**config.mk**
```make
export PLATFORM = sky130hd
export DESIGN_NAME = acrb_register_bank
export DESIGN_NICKNAME = d
export VERILOG_FILES = /design/src/verilog/acrb_pkg.sv /design/src/verilog/acrb_trim_if.sv /design/src/verilog/acrb_register_bank.sv /design/src/verilog/acrb_offset_trim.sv /design/src/verilog/acrb_sample_latch.sv
export SDC_FILE = /design/constraint.sdc
export NUM_CORES = 1
export LEC_CHECK = 0
export ABC_AREA = 1
export BUFFER_PORTS_ARGS = -buffer_cell sky130_fd_sc_hd__buf_2
export CORE_MARGIN = 8
export CORE_UTILIZATION = 45
export DETAILED_ROUTE_END_ITERATION = 8
export PLACE_DENSITY = 0.81
export RECOVER_POWER = 50
export SYNTH_ARGS = -nofsm -noshare
export SYNTH_HDL_FRONTEND = slang
export SYNTH_SLANG_ARGS = --single-unit
```
**constraint.sdc**
```tcl
create_clock -name core_clk -period 1.55 [get_ports core_clk]
set_input_delay 0.2325 -clock core_clk [delete_from_list [all_inputs] [get_ports core_clk]]
set_output_delay 0.2325 -clock core_clk [all_outputs]
set_load 0.1 [all_outputs]
```
**src/verilog/acrb_pkg.sv**
```systemverilog
// register map, field positions and reset values of the accel register bank
package acrb_pkg;
    localparam logic [7:0] ADDR_X_LOW      = 8'h00;
    localparam logic [7:0] ADDR_X_HIGH     = 8'h01;
    localparam logic [7:0] ADDR_Y_LOW      = 8'h02;
    localparam logic [7:0] ADDR_Y_HIGH     = 8'h03;
    localparam logic [7:0] ADDR_Z_LOW      = 8'h04;
    localparam logic [7:0] ADDR_Z_HIGH     = 8'h05;
    localparam logic [7:0] ADDR_X_BYTE     = 8'h06;
    localparam logic [7:0] ADDR_Y_BYTE     = 8'h07;
    localparam logic [7:0] ADDR_Z_BYTE     = 8'h08;
    localparam logic [7:0] ADDR_STATUS     = 8'h09;
    localparam logic [7:0] ADDR_DET_SRC    = 8'h0a;
    localparam logic [7:0] ADDR_BUS_ADDR   = 8'h0d;
    localparam logic [7:0] ADDR_USER_INFO  = 8'h0e;
    localparam logic [7:0] ADDR_IDENTITY   = 8'h0f;
    localparam logic [7:0] ADDR_X_OFF_LOW  = 8'h10;
    localparam logic [7:0] ADDR_X_OFF_HIGH = 8'h11;
    localparam logic [7:0] ADDR_Y_OFF_LOW  = 8'h12;
    localparam logic [7:0] ADDR_Y_OFF_HIGH = 8'h13;
    localparam logic [7:0] ADDR_Z_OFF_LOW  = 8'h14;
    localparam logic [7:0] ADDR_Z_OFF_HIGH = 8'h15;
    localparam logic [7:0] ADDR_OP_CTRL    = 8'h16;

    localparam int         SAMPLE_W        = 10;
    localparam int         TRIM_W          = 11;
    localparam int         TRIM_HIGH_W     = 3;
    localparam int         CTRL_W          = 7;

    localparam int         POS_READY       = 0;
    localparam int         POS_OVERRUN     = 1;
    localparam int         POS_PARITY      = 2;
    localparam int         POS_DISABLE     = 7;
    localparam int         POS_SELF_CHECK  = 4;
    localparam int         POS_THREE_WIRE  = 5;
    localparam int         POS_READY_MASK  = 6;

    localparam logic [6:0] RST_BUS_ADDR    = 7'h1d;
    localparam logic [6:0] RST_OP_CTRL     = 7'h00;
    localparam logic [7:0] RST_TRIM_BYTE   = 8'h00;

    typedef enum logic [1:0] {
        ACRB_STANDBY,
        ACRB_MEASURE,
        ACRB_LEVEL,
        ACRB_TAP
    } acrb_mode_t;

    typedef enum logic [1:0] {
        ACRB_RANGE_8G,
        ACRB_RANGE_2G,
        ACRB_RANGE_4G,
        ACRB_RANGE_RSVD
    } acrb_range_t;
endpackage

```
**src/verilog/acrb_trim_if.sv**
```systemverilog
// carrier between the bank and its per-axis offset trim store
`timescale 1ns/1ps
interface acrb_trim_if;
    import acrb_pkg::*;
    logic              writeLow;
    logic              writeHigh;
    logic [7:0]        writeData;
    logic [TRIM_W-1:0] trim;
    modport bank  (output writeLow, output writeHigh, output writeData,
                   input trim);
    modport store (input writeLow, input writeHigh, input writeData,
                   output trim);
endinterface

```
**src/verilog/acrb_register_bank.sv**
```systemverilog
// accelerometer user register bank behind the serial register port
// Function
// - z high byte shows sample bits 9:8 in bits 1:0, rest zero
// - read-only 8-bit byte per axis holding sample bits 7:0, zero g reads zero
// - status bit 0 is one when a new sample is ready
// - status bit 1 is one when a sample was overwritten unread
// - status bit 2 flags trim parity fault and forces self-test off
// - detection source bits 7,6,5 show x,y,z level hits
// - detection source bits 4,3,2 show x,y,z single tap hits
// - detection source bits 1,0 show second and first routed irq
// - address register bit 7 writable, bits 6:0 read-only address
// - disable bit one turns off the two-wire port
// - user info byte is read-only, zero or one-time-programmed
// - per-axis host-writable 11-bit signed offset trim, low byte plus three
// - trim bit 0 weighs half an LSB, doubling to bit 9, bit 10 sign
// - range field bits 3:2 select 8g, 2g or 4g
// - mode field bits 1:0 select standby, measure, level, tap
// - control bit 4 enables self-test
// - control bit 5 selects three-wire serial
// - control bit 6 masks sample ready from the first irq pin
// - low byte read latches high byte; host reads high right after
`timescale 1ns/1ps
module acrb_register_bank
    import acrb_pkg::*;
#(
    parameter logic [7:0] USER_INFO_VALUE = 8'h00,
    // arbitrary identity value
    parameter logic [7:0] IDENTITY_VALUE  = 8'h5a
)(
    input  wire logic                core_clk,
    input  wire logic                rst_b,
    input  wire logic                clkEn,
    input  wire logic [7:0]          regAddr,
    input  wire logic                regRead,
    input  wire logic                regWrite,
    input  wire logic [7:0]          regWriteData,
    output logic      [7:0]          regReadData,
    input  wire logic [SAMPLE_W-1:0] x_sample,
    input  wire logic [SAMPLE_W-1:0] y_sample,
    input  wire logic [SAMPLE_W-1:0] z_sample,
    input  wire logic                sample_ready_flag,
    input  wire logic                sample_overrun_flag,
    input  wire logic                trim_parity_fault,
    input  wire logic                x_level_hit,
    input  wire logic                y_level_hit,
    input  wire logic                z_level_hit,
    input  wire logic                x_tap_hit,
    input  wire logic                y_tap_hit,
    input  wire logic                z_tap_hit,
    input  wire logic                first_irq_flag,
    input  wire logic                second_irq_flag,
    output logic [TRIM_W-1:0]        x_offset_trim,
    output logic [TRIM_W-1:0]        y_offset_trim,
    output logic [TRIM_W-1:0]        z_offset_trim,
    output acrb_mode_t               opMode,
    output acrb_range_t              range_select,
    output logic                     self_check_enable,
    output logic                     three_wire_select,
    output logic                     ready_pin_mask,
    output logic                     readyToFirstPin,
    output logic                     two_wire_disable,
    output logic                     twoWireEnable,
    output logic [6:0]               bus_slave_address
);
    logic [CTRL_W-1:0] opCtrl;
    logic              disableBit;
    logic [1:0]        xHeld;
    logic [1:0]        yHeld;
    logic [1:0]        zHeld;
    logic [7:0]        next_readData;

    acrb_trim_if xTrimIf();
    acrb_trim_if yTrimIf();
    acrb_trim_if zTrimIf();

    function automatic logic hit(input logic [7:0] a, input logic [7:0] r);
        hit = (a == r);
    endfunction

    wire wrCtrl  = regWrite && hit(regAddr, ADDR_OP_CTRL);
    wire wrAddr  = regWrite && hit(regAddr, ADDR_BUS_ADDR);
    wire rdXLow  = regRead && hit(regAddr, ADDR_X_LOW);
    wire rdYLow  = regRead && hit(regAddr, ADDR_Y_LOW);
    wire rdZLow  = regRead && hit(regAddr, ADDR_Z_LOW);

    assign xTrimIf.writeData = regWriteData;
    assign yTrimIf.writeData = regWriteData;
    assign zTrimIf.writeData = regWriteData;
    assign xTrimIf.writeLow  = regWrite && hit(regAddr, ADDR_X_OFF_LOW);
    assign xTrimIf.writeHigh = regWrite && hit(regAddr, ADDR_X_OFF_HIGH);
    assign yTrimIf.writeLow  = regWrite && hit(regAddr, ADDR_Y_OFF_LOW);
    assign yTrimIf.writeHigh = regWrite && hit(regAddr, ADDR_Y_OFF_HIGH);
    assign zTrimIf.writeLow  = regWrite && hit(regAddr, ADDR_Z_OFF_LOW);
    assign zTrimIf.writeHigh = regWrite && hit(regAddr, ADDR_Z_OFF_HIGH);

    acrb_offset_trim xTrim (
        .core_clk (core_clk),
        .rst_b    (rst_b),
        .clkEn    (clkEn),
        .port     (xTrimIf.store)
    );
    acrb_offset_trim yTrim (
        .core_clk (core_clk),
        .rst_b    (rst_b),
        .clkEn    (clkEn),
        .port     (yTrimIf.store)
    );
    acrb_offset_trim zTrim (
        .core_clk (core_clk),
        .rst_b    (rst_b),
        .clkEn    (clkEn),
        .port     (zTrimIf.store)
    );

    // trims feed the datapath; weights are typical, bit 0 is half an LSB
    assign x_offset_trim = xTrimIf.trim;
    assign y_offset_trim = yTrimIf.trim;
    assign z_offset_trim = zTrimIf.trim;

    acrb_sample_latch xLatch (
        .core_clk (core_clk),
        .rst_b    (rst_b),
        .clkEn    (clkEn),
        .sample   (x_sample),
        .lowRead  (rdXLow),
        .heldHigh (xHeld)
    );
    acrb_sample_latch yLatch (
        .core_clk (core_clk),
        .rst_b    (rst_b),
        .clkEn    (clkEn),
        .sample   (y_sample),
        .lowRead  (rdYLow),
        .heldHigh (yHeld)
    );
    acrb_sample_latch zLatch (
        .core_clk (core_clk),
        .rst_b    (rst_b),
        .clkEn    (clkEn),
        .sample   (z_sample),
        .lowRead  (rdZLow),
        .heldHigh (zHeld)
    );

    always_ff @(posedge core_clk or negedge rst_b) begin
        if (!rst_b) begin
            opCtrl     <= RST_OP_CTRL;
            disableBit <= 1'b0;
        end else if (clkEn) begin
            if (wrCtrl) begin
                opCtrl <= regWriteData[CTRL_W-1:0];
            end
            if (wrAddr) begin
                disableBit <= regWriteData[POS_DISABLE];
            end
        end
    end

    always_ff @(posedge core_clk or negedge rst_b) begin
        if (!rst_b) begin
            regReadData <= 8'h00;
        end else if (clkEn && regRead) begin
            regReadData <= next_readData;
        end
    end

    assign opMode            = acrb_mode_t'(opCtrl[1:0]);
    assign range_select      = acrb_range_t'(opCtrl[3:2]);
    // parity fault in trim data overrides the host's self-test request
    assign self_check_enable = opCtrl[POS_SELF_CHECK]
                               && !trim_parity_fault;
    assign three_wire_select = opCtrl[POS_THREE_WIRE];
    assign ready_pin_mask    = opCtrl[POS_READY_MASK];
    assign readyToFirstPin   = sample_ready_flag
                               && !opCtrl[POS_READY_MASK];
    assign two_wire_disable  = disableBit;
    assign twoWireEnable     = !disableBit;
    assign bus_slave_address = RST_BUS_ADDR;

    wire [7:0] statusByte = {5'h00,
                             trim_parity_fault,
                             sample_overrun_flag,
                             sample_ready_flag};
    // tap flags pass through; their meaning in double-tap mode is the host's
    wire [7:0] detSrcByte = {x_level_hit, y_level_hit, z_level_hit,
                             x_tap_hit, y_tap_hit, z_tap_hit,
                             second_irq_flag, first_irq_flag};

    always_comb begin
        if (hit(regAddr, ADDR_X_LOW)) begin
            next_readData = x_sample[7:0];
        end else if (hit(regAddr, ADDR_X_HIGH)) begin
            next_readData = {6'h00, xHeld};
        end else if (hit(regAddr, ADDR_Y_LOW)) begin
            next_readData = y_sample[7:0];
        end else if (hit(regAddr, ADDR_Y_HIGH)) begin
            next_readData = {6'h00, yHeld};
        end else if (hit(regAddr, ADDR_Z_LOW)) begin
            next_readData = z_sample[7:0];
        end else if (hit(regAddr, ADDR_Z_HIGH)) begin
            next_readData = {6'h00, zHeld};
        end else if (hit(regAddr, ADDR_X_BYTE)) begin
            next_readData = x_sample[7:0];
        end else if (hit(regAddr, ADDR_Y_BYTE)) begin
            next_readData = y_sample[7:0];
        end else if (hit(regAddr, ADDR_Z_BYTE)) begin
            next_readData = z_sample[7:0];
        end else if (hit(regAddr, ADDR_STATUS)) begin
            next_readData = statusByte;
        end else if (hit(regAddr, ADDR_DET_SRC)) begin
            next_readData = detSrcByte;
        end else if (hit(regAddr, ADDR_BUS_ADDR)) begin
            next_readData = {disableBit, RST_BUS_ADDR};
        end else if (hit(regAddr, ADDR_USER_INFO)) begin
            next_readData = USER_INFO_VALUE;
        end else if (hit(regAddr, ADDR_IDENTITY)) begin
            next_readData = IDENTITY_VALUE;
        end else if (hit(regAddr, ADDR_X_OFF_LOW)) begin
            next_readData = xTrimIf.trim[7:0];
        end else if (hit(regAddr, ADDR_X_OFF_HIGH)) begin
            next_readData = {5'h00, xTrimIf.trim[TRIM_W-1:8]};
        end else if (hit(regAddr, ADDR_Y_OFF_LOW)) begin
            next_readData = yTrimIf.trim[7:0];
        end else if (hit(regAddr, ADDR_Y_OFF_HIGH)) begin
            next_readData = {5'h00, yTrimIf.trim[TRIM_W-1:8]};
        end else if (hit(regAddr, ADDR_Z_OFF_LOW)) begin
            next_readData = zTrimIf.trim[7:0];
        end else if (hit(regAddr, ADDR_Z_OFF_HIGH)) begin
            next_readData = {5'h00, zTrimIf.trim[TRIM_W-1:8]};
        end else if (hit(regAddr, ADDR_OP_CTRL)) begin
            next_readData = {1'b0, opCtrl};
        end else begin
            next_readData = 8'h00;
        end
    end
endmodule

```
**src/verilog/acrb_offset_trim.sv**
```systemverilog
// one axis of 11-bit host-writable offset trim, low byte plus three high bits
`timescale 1ns/1ps
module acrb_offset_trim
    import acrb_pkg::*;
(
    input  wire logic  core_clk,
    input  wire logic  rst_b,
    input  wire logic  clkEn,
    acrb_trim_if.store port
);
    logic [7:0]             lowByte;
    logic [TRIM_HIGH_W-1:0] highBits;

    always_ff @(posedge core_clk or negedge rst_b) begin
        if (!rst_b) begin
            lowByte  <= RST_TRIM_BYTE;
            highBits <= RST_TRIM_BYTE[TRIM_HIGH_W-1:0];
        end else if (clkEn) begin
            if (port.writeLow) begin
                lowByte <= port.writeData;
            end
            // upper five bits of the high byte are dropped
            if (port.writeHigh) begin
                highBits <= port.writeData[TRIM_HIGH_W-1:0];
            end
        end
    end

    assign port.trim = {highBits, lowByte};
endmodule

```
**src/verilog/acrb_sample_latch.sv**
```systemverilog
// holds an axis high part when its low byte is read, for coherent 10-bit reads
`timescale 1ns/1ps
module acrb_sample_latch
    import acrb_pkg::*;
(
    input  wire logic                core_clk,
    input  wire logic                rst_b,
    input  wire logic                clkEn,
    input  wire logic [SAMPLE_W-1:0] sample,
    input  wire logic                lowRead,
    output logic      [1:0]          heldHigh
);
    always_ff @(posedge core_clk or negedge rst_b) begin
        if (!rst_b) begin
            heldHigh <= 2'h0;
        end else if (clkEn && lowRead) begin
            heldHigh <= sample[SAMPLE_W-1:8];
        end
    end
endmodule

```
# Word-level counts from Yosys, hierarchy flattened
# Cells that the tools add are included.
# totals
register_bits,55
out_inout_bits,58
elab_cells,82
# classes
eq_ne,20
mux,21
n_reduce_logical,29
# ops
cell,n
$mux 8,19
$eq 8x5->1 const B,7
$eq 8x4->1 const B,6
$eq 8x3->1 const B,4
$logic_and 1x1->1,17
$eq 8x2->1 const B,2
$reduce_and 2->1,8
$mux 7,2
$eq 8x1->1 const B,1
$logic_not 8->1,1
$logic_not 1->1,3

# Depth between registers and ports, before layout
# Gate-level depths: netlist of the first run.
# logic_depth
word_depth,22
depth_mapped,21
depth_no_buf,21

# By module
# Synthesis of the first run repeated with hierarchy kept, for this count alone.
# unflattened
cells_unflattened,488
hier_area_um2,3398.3
# modules_own_cells
module,instances,cells_each,area_each_um2,seq_area_each_um2
acrb_register_bank,1,317,1844.3,400.4
acrb_offset_trim,3,48,439.2,275.3
acrb_sample_latch,3,9,78.8,50.0

# Worst setup path after synthesis of the first run
# No wires, ideal clock.
# synth_path
path_kind,register to output
from,reg opCtrl[6]
to,out readyToFirstPin
arrival_ns,2.167
setup_slack_ns,-0.849
path_stages_with_launch,2
cell_sequence,dfrtp_1 nor2_1
# synth_between
elab_chain_len,2
# synth_lines
item,line,rtl
"start, declared",acrb_register_bank.sv:65,logic [CTRL_W-1:0] opCtrl;
"start signal, assigned",acrb_register_bank.sv:151,opCtrl <= regWriteData[CTRL_W-1:0];
$logic_not 1->1,acrb_register_bank.sv:175,&& !opCtrl[POS_READY_MASK];
$logic_and 1x1->1,acrb_register_bank.sv:175,
"end, declared",acrb_register_bank.sv:60,"output logic readyToFirstPin,"
# No other way between the ends.

# Worst setup path in the final report of the first run
# layout_path
from,reg zTrim.highBits[1]
to,reg regReadData[1]
# layout_between
elab_chain_len,20
# layout_lines
item,line,rtl
"start, declared",acrb_offset_trim.sv:12,logic [TRIM_HIGH_W-1:0] highBits;
"start signal, assigned",acrb_offset_trim.sv:17,highBits <= RST_TRIM_BYTE[TRIM_HIGH_W-1:0];
"start signal, assigned",acrb_offset_trim.sv:24,highBits <= port.writeData[TRIM_HIGH_W-1:0];
$mux 7,acrb_register_bank.sv:228,"end else if (hit(regAddr, ADDR_Z_OFF_HIGH)) begin"
$mux 8,acrb_register_bank.sv:226,"end else if (hit(regAddr, ADDR_Z_OFF_LOW)) begin"
$mux 8,acrb_register_bank.sv:224,"end else if (hit(regAddr, ADDR_Y_OFF_HIGH)) begin"
$mux 8,acrb_register_bank.sv:222,"end else if (hit(regAddr, ADDR_Y_OFF_LOW)) begin"
$mux 8,acrb_register_bank.sv:220,"end else if (hit(regAddr, ADDR_X_OFF_HIGH)) begin"
$mux 8,acrb_register_bank.sv:218,"end else if (hit(regAddr, ADDR_X_OFF_LOW)) begin"
$mux 8,acrb_register_bank.sv:216,"end else if (hit(regAddr, ADDR_IDENTITY)) begin"
$mux 8,acrb_register_bank.sv:214,"end else if (hit(regAddr, ADDR_USER_INFO)) begin"
(+4 left out),n/a,
$mux 8,acrb_register_bank.sv:204,"end else if (hit(regAddr, ADDR_Y_BYTE)) begin"
$mux 8,acrb_register_bank.sv:202,"end else if (hit(regAddr, ADDR_X_BYTE)) begin"
$mux 8,acrb_register_bank.sv:200,"end else if (hit(regAddr, ADDR_Z_HIGH)) begin"
$mux 8,acrb_register_bank.sv:198,"end else if (hit(regAddr, ADDR_Z_LOW)) begin"
$mux 8,acrb_register_bank.sv:196,"end else if (hit(regAddr, ADDR_Y_HIGH)) begin"
$mux 8,acrb_register_bank.sv:194,"end else if (hit(regAddr, ADDR_Y_LOW)) begin"
$mux 8,acrb_register_bank.sv:192,"end else if (hit(regAddr, ADDR_X_HIGH)) begin"
$mux 8,acrb_register_bank.sv:190,"if (hit(regAddr, ADDR_X_LOW)) begin"
"end signal, assigned",acrb_register_bank.sv:163,regReadData <= next_readData;
"end, declared",acrb_register_bank.sv:37,"output logic [7:0] regReadData,"
# No other way between the ends.
# A chain may end at the register's enable or synchronous reset.

==> metrics.csv, run 1 <==
metric,value,unit
DRC viols,0,
gr usage total,22.3,%
# clock sinks,55,
Worst-Margin Slew,0.773,ns
worst slew margin relative to its limit,48.5,%
vias per cell,5.14,
worst-case vdd ir drop,402,µV
Fin Hold WS,0.145,ns
Clock Tree Root,clkbuf_8,
Hold WC Path Type,in -> reg,
diodes inserted,0,
DRT iter0 DRCs,345,
Synth Area in Simple Gates,32.5,%
crit path max fanout,3,
clock skew,0.00915,ns
CTS Buf Count,5,
routed via count,3913,
PortBufs,112,
core area,7140,µm²
hold depth,2,
Tmin final,1.68,ns
"worst slack, placed",-0.485,ns
fin. max-slew vios,0,
Max Cap Viol,0,
"most common cell after layout, fill and taps aside",nand2_1,
mean area per synthesized cell,6.92,µm²
RSZ-0062 raised after global routing,true,
worst path required time,1.76,ns
Detailed Routing Iterations Pass 1,5,
clock latency on the worst-skew pair,0.32,ns
#FFs+latches synth,55,
Vert. Die Dim,101,µm
Ys Warns,0,
antenna violations before repair,0,
Finished Cell Area,4980,µm²
layout net count,724,
vias in the first global route,3859,
die area,10300,µm²
dpl cells,736,
Peak Freq,0.594,GHz
largest family of logic cells by synthesized area,simple AND/OR/NAND/NOR gates,
xor and xnor area share after synthesis,0,%
first-pass GRT wire length,18200,µm
total power,3.19,mW
count of endpoints failing setup in the final report,5,
Synth Area in Compound Gates,13.3,%
Ports,120,
share of layout cells above drive strength 1,45.9,%
worst endpoint data arrival time,1.90,ns
failing checks,setup timing,
Worst-path clk slew,0.11,ns
fin worst setup slack,-0.135,ns
synthesized area,3270,µm²
largest area contributor in the netlist,dfrtp_1,
gpl congestion,1.02,
final non-filler cell total,762,
largest cells by area after synthesis,"dfrtp_1 (42%), nand2_1 (19%), o21ai_0 (7.6%)",
share of the synthesized area in the top cell type,42.0,%
DPL Wire Length,9050,µm
Routed WL per cell,16.0,µm
ANT nets after route,0,
register area share after synthesis,42.0,%
Synth-to-Final Area Change,52.1,%
Max Buffers Root-to-Sink,2,
post-route setup TNS,-0.413,ns
Fin. Hold Viols,0,
TritonCTS clock tree,built,
Final period util,109,%
Worst setup EP type,flop,
initial core utilization,45.9,%
largest net degree at the start of global routing,56,
final core occ,69.8,%
leak pwr,2.64,nW
critical path type,reg -> reg,
FILL cells,597,
# rows,31,
GRT overflow,0,
power per cell area,641,nW/µm²
Post-Route WL,12200,µm
chip width,101,µm
cell count of the worst reg-to-reg path,12,
dpl cell area,4470,µm²
mux cell area share after synthesis,2.03,%
startpoint types,flop,
"Distinct cells, synth",30,
Adder-Cell Fraction of Synth Area,0,%
status,"finished, violations left",
Mapped Cells,473,
htree depth,2,
most frequent cells in the layout,"nand2_1 (145), buf_2 (102), buf_4 (74)",
-- where the power goes --
| part | leakage, nW | switching (mW) | internal [mW] |
|---|---|---|---|
| clock network | 0.0493 | 0.529 | 0.375 |
| logic | 1.90 | 0.586 | 0.190 |
| registers | 0.700 | 0.0336 | 1.48 |
-- cells by family (layout without fill, tap and decap cells) --
group                  Yosys count  count (layout)
AND/OR/NAND/NOR                252             252
AO/OA/AOI/OAI                   83              83
buffers and inverters           75             260
other                            2               7
multiplexers                     6               6
flip-flops                      55              55
-- final cells by class --
| cell class | instances | area (µm²) | area share (%) |
|---|---|---|---|
| repair buffers | 194 | 1260 | 25.2 |
| multi-input cells | 348 | 1830 | 36.7 |
| flip-flops and latches | 55 | 1440 | 28.9 |
| well taps | 99 | 124 | 2.49 |
| clock buffers | 6 | 82.6 | 1.66 |
| clock inverters | 2 | 18.8 | 0.377 |
| inverters | 58 | 231 | 4.65 |
-- final timing paths --
| kind | start | to | slack (ns) |
|---|---|---|---|
| worst max register to register | zTrim.highBits[1] | regReadData[1] | -0.13 |
| worst min register to register | regReadData[1] | regReadData[1] | 0.49 |
| max in group asynchronous | rst_b | two_wire_disable | 0.31 |
| worst max-delay path | zTrim.highBits[1] | regReadData[1] | -0.13 |
| min in group asynchronous | rst_b | zTrim.lowByte[5] | 0.66 |
| worst min-delay path | z_sample[9] | zLatch.heldHigh[1] | 0.15 |
-- per-layer routing --
metal  track usage, %  vias to the layer above  routed length, µm
li1                 -                     1866                  -
met1             26.8                     1846               4810
met2             38.7                      177               6220
met3             4.33                       24                853
met4             8.02                        0                273
met5                0                        -                  0
-- critical path, stage by stage (launching register included) --
cell and delay (ns):
dfrtp_4 0.50, nand2_2 0.07, nand3_2 0.06, mux2i_1 0.17
nand4_1 0.15, nor2_1 0.13, nand3_1 0.10, nand2_1 0.08
nand2_1 0.05, nand2_1 0.05, nand4_1 0.08, nand2_1 0.08
nand2_1 0.05
-- flip-flops by register name, indices dropped and copies added, names as in the netlist --
name and count:
opCtrl 7, regReadData 8, two_wire_disable 1, xLatch.heldHigh 2, xTrim.highBits 3, xTrim.lowByte 8, yLatch.heldHigh 2, yTrim.highBits 3
yTrim.lowByte 8, zLatch.heldHigh 2, zTrim.highBits 3, zTrim.lowByte 8
-- Yosys cell counts, drive strengths merged --
| cell | instances |
|---|---|
| a211oi | 1 |
| a21oi | 20 |
| a221oi | 2 |
| and3 | 1 |
| buf | 11 |
| clkbuf | 6 |
| conb | 2 |
| dfrtp | 55 |
| inv | 58 |
| mux2 | 5 |
| mux2i | 1 |
| nand2 | 165 |
| nand3 | 22 |
| nand3b | 1 |
| nand4 | 8 |
| nor2 | 46 |
| nor3 | 2 |
| o211ai | 2 |
| o21a | 1 |
| o21ai | 56 |
| o31ai | 1 |
| or2 | 7 |
-- timing repair --
| action | CTS | global route |
|---|---|---|
| cloned | 0 | 0 |
| setup endpoints to repair | 8 | 8 |
| setup buffers | 4 | 14 |
| endpoints found under the hold margin | 55 | 0 |
| gates resized for setup | 19 | 73 |
| pin swaps | 7 | 33 |
| hold buffers | 1 | 0 |
Power figures use the tool's default switching activity.
==> run 2, diff against run 1 <==
--- a/config.mk
+++ b/config.mk
@@ -8,10 +8,11 @@
 export ABC_AREA = 1
 export BUFFER_PORTS_ARGS = -buffer_cell sky130_fd_sc_hd__buf_2
 export CORE_MARGIN = 8
-export CORE_UTILIZATION = 45
+export CORE_UTILIZATION = 50
 export DETAILED_ROUTE_END_ITERATION = 8
-export PLACE_DENSITY = 0.81
+export PLACE_DENSITY = 0.88
 export RECOVER_POWER = 50
+export SLEW_MARGIN = 40
 export SYNTH_ARGS = -nofsm -noshare
 export SYNTH_HDL_FRONTEND = slang
 export SYNTH_SLANG_ARGS = --single-unit
==> constraint.sdc (replaced) <==
create_clock -name core_clk -period 2.1 [get_ports core_clk]
set_input_delay 0.315 -clock core_clk [delete_from_list [all_inputs] [get_ports core_clk]]
set_output_delay 0.315 -clock core_clk [all_outputs]
set_load 0.1 [all_outputs]
==> metrics.csv, run 2 (synthesis gave the netlist of run 1 again) <==
metric,value,unit
DRT iter0 DRCs,250,
postcts setup bufs,0,
clock latency on the worst-skew pair,0.32,ns
Worst setup EP type,primary output,
hold depth,2,
first-pass GRT wire length,17600,µm
core area,6350,µm²
Peak Freq,0.537,GHz
worst slew margin relative to its limit,17.0,%
Post-Route WL,10500,µm
M3 GR Usage,5.97,%
share of layout cells above drive strength 1,25.8,%
cell depth of the worst setup path,1,
DPL Wire Length,8520,µm
initial core utilization,51.5,%
clock skew,0.00378,ns
Max Buffers Root-to-Sink,2,
worst-case vdd ir drop,385,µV
startpoint types,flop,
"most common cell after layout, fill and taps aside",nand2_1,
worst endpoint data arrival time,1.55,ns
worst r2r src,zTrim.lowByte[5],
CTS Buf Count,5,
antenna violations before repair,0,
Clock Tree Root,clkbuf_8,
total power,2.27,mW
routing usage on met1,26.2,%
Routed WL per cell,15.6,µm
Fin Hold WS,0.225,ns
PortBufs,112,
Min-Delay Endpoint,xLatch.heldHigh[0],
Hold WC Path Type,in -> reg,
final core occ,64.2,%
gr usage total,22.1,%
leak pwr,2.27,nW
Worst-path clk slew,0.10,ns
Vert. Die Dim,96.9,µm
power per cell area,557,nW/µm²
Detailed Routing Iterations Pass 1,5,
critical path type,reg -> out,
count of endpoints failing setup in the final report,0,
Worst-Margin Slew,1.25,ns
Reg-to-Reg End,regReadData[5],
CP Cell Sequence,clkbuf_1,
worst path buffer plus inverter count,1,
GR peak layer,met2,
RSZ-0062 raised after global routing,false,
r2r setup slk,0.50,ns
# clock sinks,55,
Max Cap Viol,0,
ANT nets after route,0,
htree depth,2,
GRT overflow,0,
crit path max fanout,2,
DRC viols,0,
worst path required time,1.78,ns
Tmin final,1.86,ns
HP Start,x_sample[8],
Synth-to-Final Area Change,24.5,%
chip width,96.9,µm
most frequent cells in the layout,"nand2_1 (164), buf_2 (104), dfrtp_1 (54)",
Fin. Hold Viols,0,
# rows,29,
cell count of the worst reg-to-reg path,9,
diodes inserted,0,
largest net degree at the start of global routing,36,
"delay-heaviest family, CP",buffers and inverters,
layout net count,659,
status,"finished, final reports clean",
vias per cell,5.41,
TritonCTS clock tree,built,
fin. max-slew vios,0,
CP peak stage delay,0.87,ns
grt met2 use,37.2,%
die area,9390,µm²
gpl congestion,0.966,
Ports,120,
Final period util,88.7,%
vias in the first global route,3806,
routed via count,3650,
CP max stage cell,clkbuf_1,
==> run 2: power breakdown <==
| group | internal [mW] | switching [mW] |
|---|---|---|
| clock network | 0.277 | 0.383 |
| registers | 1.09 | 0.0238 |
| logic | 0.0990 | 0.400 |
| total | 1.46 | 0.807 |
==> run 2: final cells by class <==
class / count / area, µm²
inverter: 58 / 221
clock buffer: 6 / 82.6
fill: 586 / 2280
tap: 77 / 96.3
sequential: 55 / 1380
timing repair buffer: 129 / 687
multi-input combinational: 348 / 1590
clock inverter: 2 / 18.8
==> run 2: how the worst max path moves through the flow <==
stage,startpoint,to,slack (ns)
6_report,regReadData[2],regReadData[2],0.24
5_1_grt,regAddr[1],regReadData[1],0.06
4_1_cts,regAddr[2],regReadData[1],0.30
3_5_place_dp,regAddr[2],regReadData[1],-0.05
3_3_place_gp,regAddr[2],regReadData[1],-0.01
2_1_floorplan,two_wire_disable,regReadData[7],0.07
==> run 2: timing repair <==
action	in CTS	in global routing
gates resized for setup	0	1
hold buffers	1	0
setup endpoints to repair	0	1
hold endpoints to repair	20	0
==> run 2: layer usage <==
metal / part of all wire, % / up-vias / wire length, µm
li1: - / 1736 / -
met1: 40 / 1670 / 4210
met2: 48 / 210 / 5100
met3: 8.8 / 34 / 929
met4: 2.8 / 0 / 294
met5: 0 / - / 0
==> run 2: through the flow <==
step	setup slack, ns	setup TNS, ns	cells	area (µm²)
6_report	0.238	0	675	4070
5_1_grt	0.0569	0	675	4070
4_1_cts	0.296	0	675	4100
3_5_place_dp	-0.0511	-0.0511	666	3980
3_3_place_gp	-0.0121	-0.0121	666	3980
2_1_floorplan	0.0692	0	478	3300
==> run 2: worst reg2reg max path: stages, from the launching register on <==
cell and delay (ns):
dfrtp_1 0.42, nand2_1 0.07, nand3_1 0.08, a221oi_1 0.33, buf_4 0.19, nand3_1 0.06
a21oi_1 0.12, o21ai_0 0.09, nand2_1 0.06, o211ai_1 0.07
